===== config.mk =====
export PLATFORM = sky130hd
export DESIGN_NAME = emtg_top
export DESIGN_NICKNAME = d
export VERILOG_FILES = /design/src/core/emtg_pkg.sv /design/src/core/emtg_sync.sv /design/src/core/emtg_irq_bank.sv /design/src/core/emtg_top.sv
export VERILOG_INCLUDE_DIRS = /design/src /design/src/core
export SDC_FILE = /design/constraint.sdc
export NUM_CORES = 1
export LEC_CHECK = 0
export BUFFER_PORTS_ARGS = -buffer_cell sky130_fd_sc_hd__buf_4
export CAP_MARGIN = 20
export CELL_PAD_IN_SITES_DETAIL_PLACEMENT = 1
export CELL_PAD_IN_SITES_GLOBAL_PLACEMENT = 1
export CORE_AREA = 8 8 122 124
export CTS_CLUSTER_SIZE = 25
export DETAILED_ROUTE_END_ITERATION = 7
export DIE_AREA = 0 0 130 132
export PLACE_DENSITY = 0.81
export SYNTH_ARGS = -nofsm -noshare
export SYNTH_HDL_FRONTEND = slang
export SYNTH_SLANG_ARGS = --single-unit

===== constraint.sdc =====
create_clock -name clk_sys_in -period 3.5 [get_ports clk_sys_in]
set_input_delay 0.7 -clock clk_sys_in [delete_from_list [all_inputs] [get_ports clk_sys_in]]
set_output_delay 0.7 -clock clk_sys_in [all_outputs]
set_load 0.1 [all_outputs]

===== src/core/emtg_params.svh =====
`ifndef EMTG_PARAMS_SVH
`define EMTG_PARAMS_SVH

// ----------------------------------------------------------------
// bus geometry
// ----------------------------------------------------------------
`define EMTG_ADDR_W 8
`define EMTG_DATA_W 8

// ----------------------------------------------------------------
// register offsets
// ----------------------------------------------------------------
`define EMTG_OFS_TRIG_UPPER 8'h48
`define EMTG_OFS_PAIR_A_MASK 8'h49
`define EMTG_OFS_PAIR_B_MASK 8'h4A
`define EMTG_OFS_VMON_MASK 8'h4E
`define EMTG_OFS_PAIR_A_STAT 8'h60
`define EMTG_OFS_PAIR_B_STAT 8'h61
`define EMTG_OFS_VMON_STAT 8'h62

// ----------------------------------------------------------------
// values
// ----------------------------------------------------------------
`define EMTG_READ_ZERO 8'h00
`define EMTG_STAT_RESET 24'h00_0000

// ----------------------------------------------------------------
// trigger gate fields
// ----------------------------------------------------------------
`define EMTG_BIT_P9_GATE 0
`define EMTG_BIT_P9_LEVEL 1
`define EMTG_BIT_P10_GATE 2
`define EMTG_BIT_P10_LEVEL 3

// ----------------------------------------------------------------
// regulator pair fields, upper regulator sits EMTG_HI_SHIFT higher
// ----------------------------------------------------------------
`define EMTG_BIT_OV 0
`define EMTG_BIT_UV 1
`define EMTG_BIT_RSV 2
`define EMTG_BIT_OC 3
`define EMTG_HI_SHIFT 4

// ----------------------------------------------------------------
// monitor fields
// ----------------------------------------------------------------
`define EMTG_BIT_VS_OV 0
`define EMTG_BIT_VS_UV 1
`define EMTG_BIT_M1_OV 2
`define EMTG_BIT_M1_UV 3
`define EMTG_BIT_RSV_LO 4
`define EMTG_BIT_M2_OV 5
`define EMTG_BIT_M2_UV 6
`define EMTG_BIT_RSV_HI 7

// ----------------------------------------------------------------
// source counts and bank slices
// ----------------------------------------------------------------
`define EMTG_NUM_REGS 4
`define EMTG_NUM_MONS 3
`define EMTG_NUM_SRC 20
`define EMTG_STAT_W 24
`define EMTG_SLICE_B 8
`define EMTG_SLICE_V 16

`endif


===== src/core/emtg_pkg.sv =====
package emtg_pkg;
  typedef logic [7:0] emtg_byte_t;
  typedef logic [7:0] emtg_addr_t;
endpackage


===== src/core/emtg_sync.sv =====
module emtg_sync #(
  parameter int WIDTH = 20
) (
  input wire logic clk_sys_in,
  input wire logic resetn_in,
  input wire logic ce_in,
  input wire logic [WIDTH-1:0] async_in,
  output logic [WIDTH-1:0] sync_out
);
  // ----------------------------------------------------------------
  // two-stage synchroniser, first stage read only by the second
  // ----------------------------------------------------------------
  genvar i;
  generate
    for (i = 0; i < WIDTH; i++) begin : g_bit
      logic meta;
      always_ff @(posedge clk_sys_in) begin
        if (!resetn_in) begin
          meta <= 1'b0;
          sync_out[i] <= 1'b0;
        end else if (ce_in) begin
          meta <= async_in[i];
          sync_out[i] <= meta;
        end
      end
    end
  endgenerate
endmodule


===== src/core/emtg_irq_bank.sv =====
module emtg_irq_bank #(
  parameter int WIDTH = 24
) (
  input wire logic clk_sys_in,
  input wire logic resetn_in,
  input wire logic ce_in,
  input wire logic [WIDTH-1:0] level_in,
  input wire logic [WIDTH-1:0] gate_in,
  input wire logic [WIDTH-1:0] clear_in,
  output logic [WIDTH-1:0] event_out,
  output logic [WIDTH-1:0] status_out
);
  // ----------------------------------------------------------------
  // rising-edge detect and sticky status
  // ----------------------------------------------------------------
  logic [WIDTH-1:0] prev;
  wire [WIDTH-1:0] set_bits;
  wire [WIDTH-1:0] next_status;

  assign event_out = level_in & ~prev;
  // a gated source never reaches status, so unmasking later does not fire it
  assign set_bits = event_out & ~gate_in;
  // set beats a simultaneous write-one-to-clear
  assign next_status = (status_out & ~clear_in) | set_bits;

  always_ff @(posedge clk_sys_in) begin
    if (!resetn_in) begin
      prev <= '0;
      status_out <= '0;
    end else if (ce_in) begin
      prev <= level_in;
      status_out <= next_status;
    end
  end
endmodule


===== src/core/emtg_top.sv =====
// How it works
// - gate bit 1 blocks pin nine/ten level from trigger path; 0 passes it.
// - a gated pin presents its force-level bit to the state machine instead.
// - trigger register: bit3 ten level, bit2 ten gate, bit1/0 nine; 7:4 reserved.
// - overcurrent gate bit 1 stops that regulator's overcurrent interrupt.
// - undervoltage gate bit 1 stops that regulator's undervoltage interrupt.
// - overvoltage gate bit 1 stops that regulator's overvoltage interrupt.
// - pair A register: reg one on bits 0,1,3; reg two on 4,5,7.
// - pair B register: reg three on bits 0,1,3; reg four on 4,5,7.
// - reset loads every gate and level bit from nonvolatile defaults.
// - monitor register: supply bits 0,1; monitor one 2,3; monitor two 5,6.
`include "emtg_params.svh"

module emtg_top #(
  parameter int ADDR_W = `EMTG_ADDR_W,
  parameter int DATA_W = `EMTG_DATA_W,
  parameter int NUM_REGS = `EMTG_NUM_REGS,
  parameter int NUM_MONS = `EMTG_NUM_MONS
) (
  input wire logic clk_sys_in,
  input wire logic resetn_in,
  input wire logic ce_in,
  input wire logic [ADDR_W-1:0] addr_in,
  input wire logic [DATA_W-1:0] wr_data_in,
  input wire logic wr_strobe_in,
  input wire logic rd_strobe_in,
  output logic [DATA_W-1:0] rd_data_out,
  input wire logic [DATA_W-1:0] nvm_trig_upper_in,
  input wire logic [DATA_W-1:0] nvm_pair_a_in,
  input wire logic [DATA_W-1:0] nvm_pair_b_in,
  input wire logic [DATA_W-1:0] nvm_vmon_in,
  input wire logic pin_nine_in,
  input wire logic pin_ten_in,
  input wire logic [NUM_REGS-1:0] reg_overvolt_in,
  input wire logic [NUM_REGS-1:0] reg_undervolt_in,
  input wire logic [NUM_REGS-1:0] reg_overcurrent_in,
  input wire logic [NUM_MONS-1:0] mon_overvolt_in,
  input wire logic [NUM_MONS-1:0] mon_undervolt_in,
  output logic pin_nine_trigger_out,
  output logic pin_ten_trigger_out,
  output logic irq_out
);
  // ----------------------------------------------------------------
  // registers
  // ----------------------------------------------------------------
  emtg_pkg::emtg_byte_t pin_trigger_gate_upper;
  emtg_pkg::emtg_byte_t regulator_pair_a_irq_mask;
  emtg_pkg::emtg_byte_t regulator_pair_b_irq_mask;
  emtg_pkg::emtg_byte_t voltage_monitor_irq_mask;

  // ----------------------------------------------------------------
  // synchronised sources
  // ----------------------------------------------------------------
  wire [`EMTG_NUM_SRC-1:0] src_raw;
  wire [`EMTG_NUM_SRC-1:0] src_sync;
  wire [NUM_REGS-1:0] ov_s;
  wire [NUM_REGS-1:0] uv_s;
  wire [NUM_REGS-1:0] oc_s;
  wire [NUM_MONS-1:0] mov_s;
  wire [NUM_MONS-1:0] muv_s;
  wire pin_nine_s;
  wire pin_ten_s;

  assign src_raw = {pin_ten_in, pin_nine_in, mon_undervolt_in, mon_overvolt_in,
                    reg_overcurrent_in, reg_undervolt_in, reg_overvolt_in};
  assign {pin_ten_s, pin_nine_s, muv_s, mov_s, oc_s, uv_s, ov_s} = src_sync;

  emtg_sync #(
    .WIDTH(`EMTG_NUM_SRC)
  ) u_sync (
    .clk_sys_in(clk_sys_in),
    .resetn_in(resetn_in),
    .ce_in(ce_in),
    .async_in(src_raw),
    .sync_out(src_sync)
  );

  // ----------------------------------------------------------------
  // register decode
  // ----------------------------------------------------------------
  wire wr_go;
  wire rd_go;
  wire hit_trig;
  wire hit_pair_a;
  wire hit_pair_b;
  wire hit_vmon;
  wire hit_stat_a;
  wire hit_stat_b;
  wire hit_stat_v;

  assign wr_go = wr_strobe_in & ce_in;
  assign rd_go = rd_strobe_in & ce_in;
  assign hit_trig = (addr_in == `EMTG_OFS_TRIG_UPPER);
  assign hit_pair_a = (addr_in == `EMTG_OFS_PAIR_A_MASK);
  assign hit_pair_b = (addr_in == `EMTG_OFS_PAIR_B_MASK);
  assign hit_vmon = (addr_in == `EMTG_OFS_VMON_MASK);
  assign hit_stat_a = (addr_in == `EMTG_OFS_PAIR_A_STAT);
  assign hit_stat_b = (addr_in == `EMTG_OFS_PAIR_B_STAT);
  assign hit_stat_v = (addr_in == `EMTG_OFS_VMON_STAT);

  // ----------------------------------------------------------------
  // mask and trigger-gate registers
  // ----------------------------------------------------------------
  // defaults come from the nonvolatile store, never from a constant
  always_ff @(posedge clk_sys_in) begin
    if (!resetn_in) begin
      pin_trigger_gate_upper <= nvm_trig_upper_in;
      regulator_pair_a_irq_mask <= nvm_pair_a_in;
      regulator_pair_b_irq_mask <= nvm_pair_b_in;
      voltage_monitor_irq_mask <= nvm_vmon_in;
    end else if (wr_go) begin
      if (hit_trig) begin
        pin_trigger_gate_upper <= wr_data_in;
      end
      if (hit_pair_a) begin
        regulator_pair_a_irq_mask <= wr_data_in;
      end
      if (hit_pair_b) begin
        regulator_pair_b_irq_mask <= wr_data_in;
      end
      if (hit_vmon) begin
        voltage_monitor_irq_mask <= wr_data_in;
      end
    end
  end

  // ----------------------------------------------------------------
  // trigger gating toward the state machine
  // ----------------------------------------------------------------
  wire pin_nine_trigger_gate;
  wire pin_nine_trigger_force_level;
  wire pin_ten_trigger_gate;
  wire pin_ten_trigger_force_level;
  wire next_trig_nine;
  wire next_trig_ten;

  assign pin_nine_trigger_gate = pin_trigger_gate_upper[`EMTG_BIT_P9_GATE];
  assign pin_nine_trigger_force_level = pin_trigger_gate_upper[`EMTG_BIT_P9_LEVEL];
  assign pin_ten_trigger_gate = pin_trigger_gate_upper[`EMTG_BIT_P10_GATE];
  assign pin_ten_trigger_force_level = pin_trigger_gate_upper[`EMTG_BIT_P10_LEVEL];
  assign next_trig_nine = pin_nine_trigger_gate ?
                          pin_nine_trigger_force_level : pin_nine_s;
  assign next_trig_ten = pin_ten_trigger_gate ?
                         pin_ten_trigger_force_level : pin_ten_s;

  always_ff @(posedge clk_sys_in) begin
    if (!resetn_in) begin
      pin_nine_trigger_out <= 1'b0;
      pin_ten_trigger_out <= 1'b0;
    end else if (ce_in) begin
      pin_nine_trigger_out <= next_trig_nine;
      pin_ten_trigger_out <= next_trig_ten;
    end
  end

  // ----------------------------------------------------------------
  // interrupt sources laid out as the mask registers
  // ----------------------------------------------------------------
  wire [2*DATA_W-1:0] ev_regs;
  wire [DATA_W-1:0] ev_vmon;

  genvar r;
  generate
    for (r = 0; r < NUM_REGS; r++) begin : g_reg
      // pair index r/2, regulator within the pair r%2
      localparam int BASE = (r / 2) * DATA_W + (r % 2) * `EMTG_HI_SHIFT;
      assign ev_regs[BASE + `EMTG_BIT_OV] = ov_s[r];
      assign ev_regs[BASE + `EMTG_BIT_UV] = uv_s[r];
      assign ev_regs[BASE + `EMTG_BIT_RSV] = 1'b0;
      assign ev_regs[BASE + `EMTG_BIT_OC] = oc_s[r];
    end
  endgenerate

  assign ev_vmon[`EMTG_BIT_VS_OV] = mov_s[0];
  assign ev_vmon[`EMTG_BIT_VS_UV] = muv_s[0];
  assign ev_vmon[`EMTG_BIT_M1_OV] = mov_s[1];
  assign ev_vmon[`EMTG_BIT_M1_UV] = muv_s[1];
  assign ev_vmon[`EMTG_BIT_RSV_LO] = 1'b0;
  assign ev_vmon[`EMTG_BIT_M2_OV] = mov_s[2];
  assign ev_vmon[`EMTG_BIT_M2_UV] = muv_s[2];
  assign ev_vmon[`EMTG_BIT_RSV_HI] = 1'b0;

  // ----------------------------------------------------------------
  // sticky status, write one to clear
  // ----------------------------------------------------------------
  wire [`EMTG_STAT_W-1:0] bank_level;
  wire [`EMTG_STAT_W-1:0] bank_gate;
  wire [`EMTG_STAT_W-1:0] bank_clear;
  wire [`EMTG_STAT_W-1:0] ev_rise;
  wire [`EMTG_STAT_W-1:0] status;
  wire [DATA_W-1:0] clr_a;
  wire [DATA_W-1:0] clr_b;
  wire [DATA_W-1:0] clr_v;
  wire [DATA_W-1:0] stat_a;
  wire [DATA_W-1:0] stat_b;
  wire [DATA_W-1:0] stat_v;
  wire [`EMTG_STAT_W-1:0] pending;

  assign clr_a = (wr_go && hit_stat_a) ? wr_data_in : `EMTG_READ_ZERO;
  assign clr_b = (wr_go && hit_stat_b) ? wr_data_in : `EMTG_READ_ZERO;
  assign clr_v = (wr_go && hit_stat_v) ? wr_data_in : `EMTG_READ_ZERO;
  assign bank_level = {ev_vmon, ev_regs};
  assign bank_gate = {voltage_monitor_irq_mask, regulator_pair_b_irq_mask,
                      regulator_pair_a_irq_mask};
  assign bank_clear = {clr_v, clr_b, clr_a};
  assign {stat_v, stat_b, stat_a} = status;

  emtg_irq_bank #(
    .WIDTH(`EMTG_STAT_W)
  ) u_bank (
    .clk_sys_in(clk_sys_in),
    .resetn_in(resetn_in),
    .ce_in(ce_in),
    .level_in(bank_level),
    .gate_in(bank_gate),
    .clear_in(bank_clear),
    .event_out(ev_rise),
    .status_out(status)
  );

  // masking again here keeps a bit set before a later mask write quiet
  assign pending = status & ~bank_gate;
  assign irq_out = |pending;

  // ----------------------------------------------------------------
  // read path, data one cycle after the strobe
  // ----------------------------------------------------------------
  wire [DATA_W-1:0] rd_mux;

  assign rd_mux = hit_trig ? pin_trigger_gate_upper :
                  hit_pair_a ? regulator_pair_a_irq_mask :
                  hit_pair_b ? regulator_pair_b_irq_mask :
                  hit_vmon ? voltage_monitor_irq_mask :
                  hit_stat_a ? stat_a :
                  hit_stat_b ? stat_b :
                  hit_stat_v ? stat_v : `EMTG_READ_ZERO;

  always_ff @(posedge clk_sys_in) begin
    if (!resetn_in) begin
      rd_data_out <= `EMTG_READ_ZERO;
    end else if (rd_go) begin
      rd_data_out <= rd_mux;
    end
  end

  localparam int OC_ONE = `EMTG_BIT_OC;
  localparam int UV_TWO = `EMTG_BIT_UV + `EMTG_HI_SHIFT;
  localparam int OV_THREE = `EMTG_SLICE_B + `EMTG_BIT_OV;
  localparam int UV_THREE = `EMTG_SLICE_B + `EMTG_BIT_UV;
  localparam int M2_UV = `EMTG_SLICE_V + `EMTG_BIT_M2_UV;
  localparam int M1_OV = `EMTG_SLICE_V + `EMTG_BIT_M1_OV;
endmodule


; ---- After elaboration in Yosys (flattened, before gate mapping)
; Cells that the tools add are included.
[totals]
reg_bits = 124
in_bits = 73
out_inout_bits = 11
wordCells = 103
[op_classes]
n_eq_ne = 12
mux = 24
bitwise_logic = 10
reduce_logical = 8
[op_table]
columns = operator, n
row1 = $mux W8, 22
row2 = $and A24 B24 Y24, 3
row3 = $eq A8 B7 Y1 const B, 7
row4 = $not A24 Y24, 2
row5 = $and A23 B24 Y24, 1
row6 = $not A23 Y24, 1
row7 = $or A24 B24 Y24, 1
row8 = $reduce_or A24 Y1, 1
row9 = $ne A2 B1 Y1 const B, 5
row10 = $reduce_and A2 Y1, 4
row11 = $logic_and A1 B1 Y1, 3
row12 = $and A1 B1 Y1, 2
row13 = $mux W1, 2

; ---- Longest topological paths before layout
[logic_depth]
depth_word = 8
ltp_mapped = 6
mapped_depth_nobuf = 4

; ---- By module
; From an unflattened synthesis, not the netlist that was laid out.
[unflattened]
cells_unflattened = 646
hier_area_um2 = 6521.3
[modules_own_cells]
columns = mod, n_inst, cells_each, area_per_inst_um2
row1 = emtg_top, 1, 312, 2723.9
row2 = emtg_irq_bank, 1, 205, 2239.6
row3 = emtg_sync, 1, 129, 1557.7

; ---- Worst setup path after synthesis
; No wires, ideal clock.
[synth_timing]
path_kind = input to register
startpoint = in addr_in[0]
endpoint = reg regulator_pair_b_irq_mask[0] (enable)
arrival_time_ns = 2.358
t_required_ns = 3.116
slack_ns = 0.758
cell_stages = 5
path_cell_list = buf_2 -> nand4bb_1 -> nor4b_2 -> nand3_1 -> o21ai_0
[synth_via]
elab_chain_len = 3
[synth_lines]
columns = item, line_no
row1 = from (decl), emtg_top.sv:23  ; input wire logic [ADDR_W-1:0] addr_in,
row2 = $eq A8 B7 Y1 (no source line), n/a
row3 = $ne A2 B1 Y1 (no source line), n/a
row4 = $reduce_and A2 Y1 (no source line), n/a
row5 = to (signal assigned), emtg_top.sv:109  ; regulator_pair_b_irq_mask <= nvm_pair_b_in;
row6 = to (signal assigned), emtg_top.sv:119  ; regulator_pair_b_irq_mask <= wr_data_in;
row7 = to (decl), emtg_top.sv:48  ; emtg_pkg::emtg_byte_t regulator_pair_b_irq_mask;
; No other way between the ends.
; A chain may end at the register's enable or synchronous reset.

; ---- Worst setup path after layout
[layout_timing]
startpoint = reg voltage_monitor_irq_mask[2]
endpoint = out irq_out
[layout_via]
elab_chain_len = 3
[layout_lines]
columns = item, line_no
row1 = from (decl), emtg_top.sv:49  ; emtg_pkg::emtg_byte_t voltage_monitor_irq_mask;
row2 = from (signal assigned), emtg_top.sv:110  ; voltage_monitor_irq_mask <= nvm_vmon_in;
row3 = from (signal assigned), emtg_top.sv:122  ; voltage_monitor_irq_mask <= wr_data_in;
row4 = $not A24 Y24, emtg_top.sv:222  ; assign pending = status & ~bank_gate;
row5 = $and A24 B24 Y24, emtg_top.sv:222
row6 = $reduce_or A24 Y1, emtg_top.sv:223  ; assign irq_out = |pending;
row7 = to (decl), emtg_top.sv:41  ; output logic irq_out
; No other way between the ends.

==> flow_metrics.tcl <==
set metrics [dict create \
    run_status "completed" \
    post_synth_top_area_cell "sky130_fd_sc_hd__dfxtp_1" \
    final.setup_skew_ps 5.36 \
    seq_area_frac_synth_pct 49.9 \
    antenna_left 0 \
    tritoncts "yes" \
    worst_setup_hold_path_clk_slew_ps 60 \
    die_width_um 130 \
    finalWirelength_mm 18.0 \
    cts.repair.resized 0 \
    worst_setup_path_endpoint "irq_out" \
    grt_first_pass_wirelength_mm 28.6 \
    initial_core_util_pct 43.3 \
    post_synth_most_frequent_cells "sky130_fd_sc_hd__dfxtp_1 (92), sky130_fd_sc_hd__inv_1 (57), sky130_fd_sc_hd__mux2i_1 (47), sky130_fd_sc_hd__nand2_1 (47), sky130_fd_sc_hd__nor2b_1 (47)" \
    rr_endpoint "rd_data_out[1]" \
    yosys-top-cells-area "sky130_fd_sc_hd__dfxtp_1 (33%), sky130_fd_sc_hd__edfxtp_1 (17%), sky130_fd_sc_hd__mux2i_1 (8.4%)" \
    setup-violations-final 0 \
    max_freq_ghz 0.397 \
    dieArea_mm2 0.0172 \
    detailroute.via_count 4687 \
    tritoncts.num_buffers 17 \
    avgSynthCellArea_um2 9.60 \
    tightest_slew_ps 677 \
    max_slew_margin_vs_limit_pct 54.8 \
    final_max_slew_viol_count 0 \
    synth_top_area_share_pct 32.8 \
    drv_cap 0 \
    avgViaCountPerCell 5.49 \
    synth-main-ff-cell "sky130_fd_sc_hd__dfxtp_1" \
    cts-htree-levels 4 \
    worst_path_max_delay_cell "sky130_fd_sc_hd__edfxtp_1" \
    rrSetupSlack_ps 2100 \
    rsz_0062_raised_after_global_routing "false" \
    fin_crit_sh_pct 72.0 \
    critical_path_buf_inv_count 1 \
    chipHeight_um 132 \
    globalRouteTotalUtil_pct 21.9 \
    p_leak_nw 2.85 \
    synthesized_nets 658 \
    flow.area_growth_from_synthesis_pct 26.0 \
    finalWorstPathRequiredPeriod_ps 2520 \
    synthCells 585 \
    synth-seq-cells 124 \
    place_hpwl_mm 13.1 \
    nNetsFinal 738 \
    dpl.cell_count 822 \
    avgRoutedWirePerCell_um 21.1 \
    critical_path.startpoint "voltage_monitor_irq_mask[2]" \
    layout.cells.non_filler 854 \
    chain_of_cells_forming_the_critical_path "o22ai_1 > nor4_1 > nand3_1 > buf_4" \
    end_kind "output port" \
    insertedDiodeCount 0 \
    grt_pass1_vias 5094 \
    finalHoldViolCount 0 \
    drt-initial-drc-count 383 \
    tritoncts_num_sinks 124 \
    synth-async-reset-ratio_pct 0 \
    core_region_area_mm2 0.0130 \
    synth.most_common_cell "sky130_fd_sc_hd__dfxtp_1" \
    timing.critical_path.arrival_ps 1820 \
    synth.yosys.warnings 0 \
    synth_edf_count 32 \
    critical_path_class "reg -> out" \
    clock_insertion_delay_worst_skew_ps 420 \
    grt.overflow.total 0 \
    r2r-start "regulator_pair_b_irq_mask[1]" \
    grt_antenna_before_repair 0 \
    detail_route.drc_violations 0 \
    crit_family "flip-flops" \
    critical_path_required_ps 2800 \
    drtPass1Iterations 5 \
    cts_setup_buffers 0 \
    cell_area_after_technology_mapping_mm2 0.00562 \
    layout-drive-gt1-share_pct 20.6 \
    hold_fix_buffers_cts 0 \
    path_depth 4 \
    clock_tree.buffer_depth 2 \
    cellPowerDensity_mw_per_mm2 558 \
    worst_r2r_path_depth 4 \
    startpoint_type "flip-flop" \
    setup-tns-final_ps 0 \
    vdd_drop_max_mv 0.318 \
    fp-row-count 42 \
    cpPeakStageDelay_ps 510 \
    port_buffers 83 \
    synthDistinctLibCells 42 \
    pin_count_of_the_biggest_net_entering_global_routing 76 \
    min_path_type "reg -> reg" \
    clockRootBuffer "sky130_fd_sc_hd__clkbuf_16" \
    gp_routability_congestion 0.919 \
    pin_count 84 \
    crit_fanout 3 \
]
[worst min path at each step]
stage / start / to / slack, ps / cells past startpoint
detailed placement: u_bank.status_out[6] / u_bank.status_out[6] / 430 / 2
CTS: u_bank.status_out[10] / u_bank.status_out[10] / 440 / 2
floorplan: u_bank.status_out[10] / u_bank.status_out[10] / 410 / 2
global route: u_bank.status_out[10] / u_bank.status_out[10] / 470 / 2
finish: u_bank.status_out[10] / u_bank.status_out[10] / 440 / 2
global placement: u_bank.status_out[10] / u_bank.status_out[10] / 420 / 2
[layout by cell type, fill, tap and decap left out, drive strengths merged, types with 7 or more instances in the layout]
| cell type | count |
|---|---|
| buf | 94 |
| dfxtp | 92 |
| inv | 58 |
| nand2 | 47 |
| mux2i | 47 |
| nor2b | 47 |
| o21ai | 43 |
| a21oi | 32 |
| edfxtp | 32 |
| nand2b | 22 |
| o21a | 18 |
| nor3 | 18 |
| a21boi | 17 |
| clkbuf | 17 |
| o22ai | 15 |
| nand3 | 9 |
| o31ai | 7 |
[flip-flops by register name, summed over array words and instances (netlist names)]
signal / count
u_bank.status_out: 24
u_sync.g_bit.meta: 20
u_sync.sync_out: 20
u_bank.prev: 18
pin_trigger_gate_upper: 8
rd_data_out: 8
regulator_pair_a_irq_mask: 8
regulator_pair_b_irq_mask: 8
voltage_monitor_irq_mask: 8
pin_nine_trigger_out: 1
pin_ten_trigger_out: 1
[per-stage QoR]
| step | total power, W | cell area [um^2] | setup WS, ps | hold slack, ps | utilization [%] |
|---|---|---|---|---|---|
| finish | 0.00395 | 7080 | 980 | 438 | 54.5 |
| floorplan | 0.00181 | 5620 | 758 | 412 | - |
| global route | 0.00407 | 7080 | 894 | 468 | 54.5 |
| CTS | 0.00398 | 7080 | 1010 | 440 | 54.5 |
| detailed placement | 0.00198 | 6410 | 884 | 430 | 49.4 |
| global placement | 0.00197 | 6410 | 1010 | 420 | 49.4 |
[layer usage]
layer / track usage [%] / vias to the layer above / wire length [um]
met5: 0 / - / 0
li1: - / 2202 / -
met3: 4.81 / 31 / 960
met2: 35.4 / 134 / 8610
met4: 8.84 / 0 / 436
met1: 27.5 / 2320 / 8000
[layout make-up]
type | count | area [um^2]
Inverter | 57 | 214
Sequential cell | 124 | 2800
Tap cell | 176 | 220
Timing Repair Buffer | 94 | 706
Multi-Input combinational cell | 371 | 2470
Clock inverter | 15 | 244
Fill cell | 1528 | 5900
Clock buffer | 17 | 425
[worst register-to-register path: stages (launching register included)]
cell and delay [ps]:
sky130_fd_sc_hd__edfxtp_1 460, sky130_fd_sc_hd__mux2_2 330, sky130_fd_sc_hd__o22ai_1 140, sky130_fd_sc_hd__nand2_1 80, sky130_fd_sc_hd__a32o_1 280
[logic make-up after synthesis]
family                 share of synthesized area (%)
AO/OA/AOI/OAI                                   17.4
buffers and inverters                           6.17
flip-flops                                      49.9
multiplexers                                    9.58
AND/OR/NAND/NOR                                 16.9
[power breakdown]
group / switching, W / internal, W / leakage, nW
clock: 0.000661 / 0.00133 / 0.321
combinational: 0.000201 / 0.000148 / 1.47
sequential: 0.0000629 / 0.00155 / 1.06
total: 0.000925 / 0.00303 / 2.85
No activity file was read; power rests on OpenSTA's default activity.
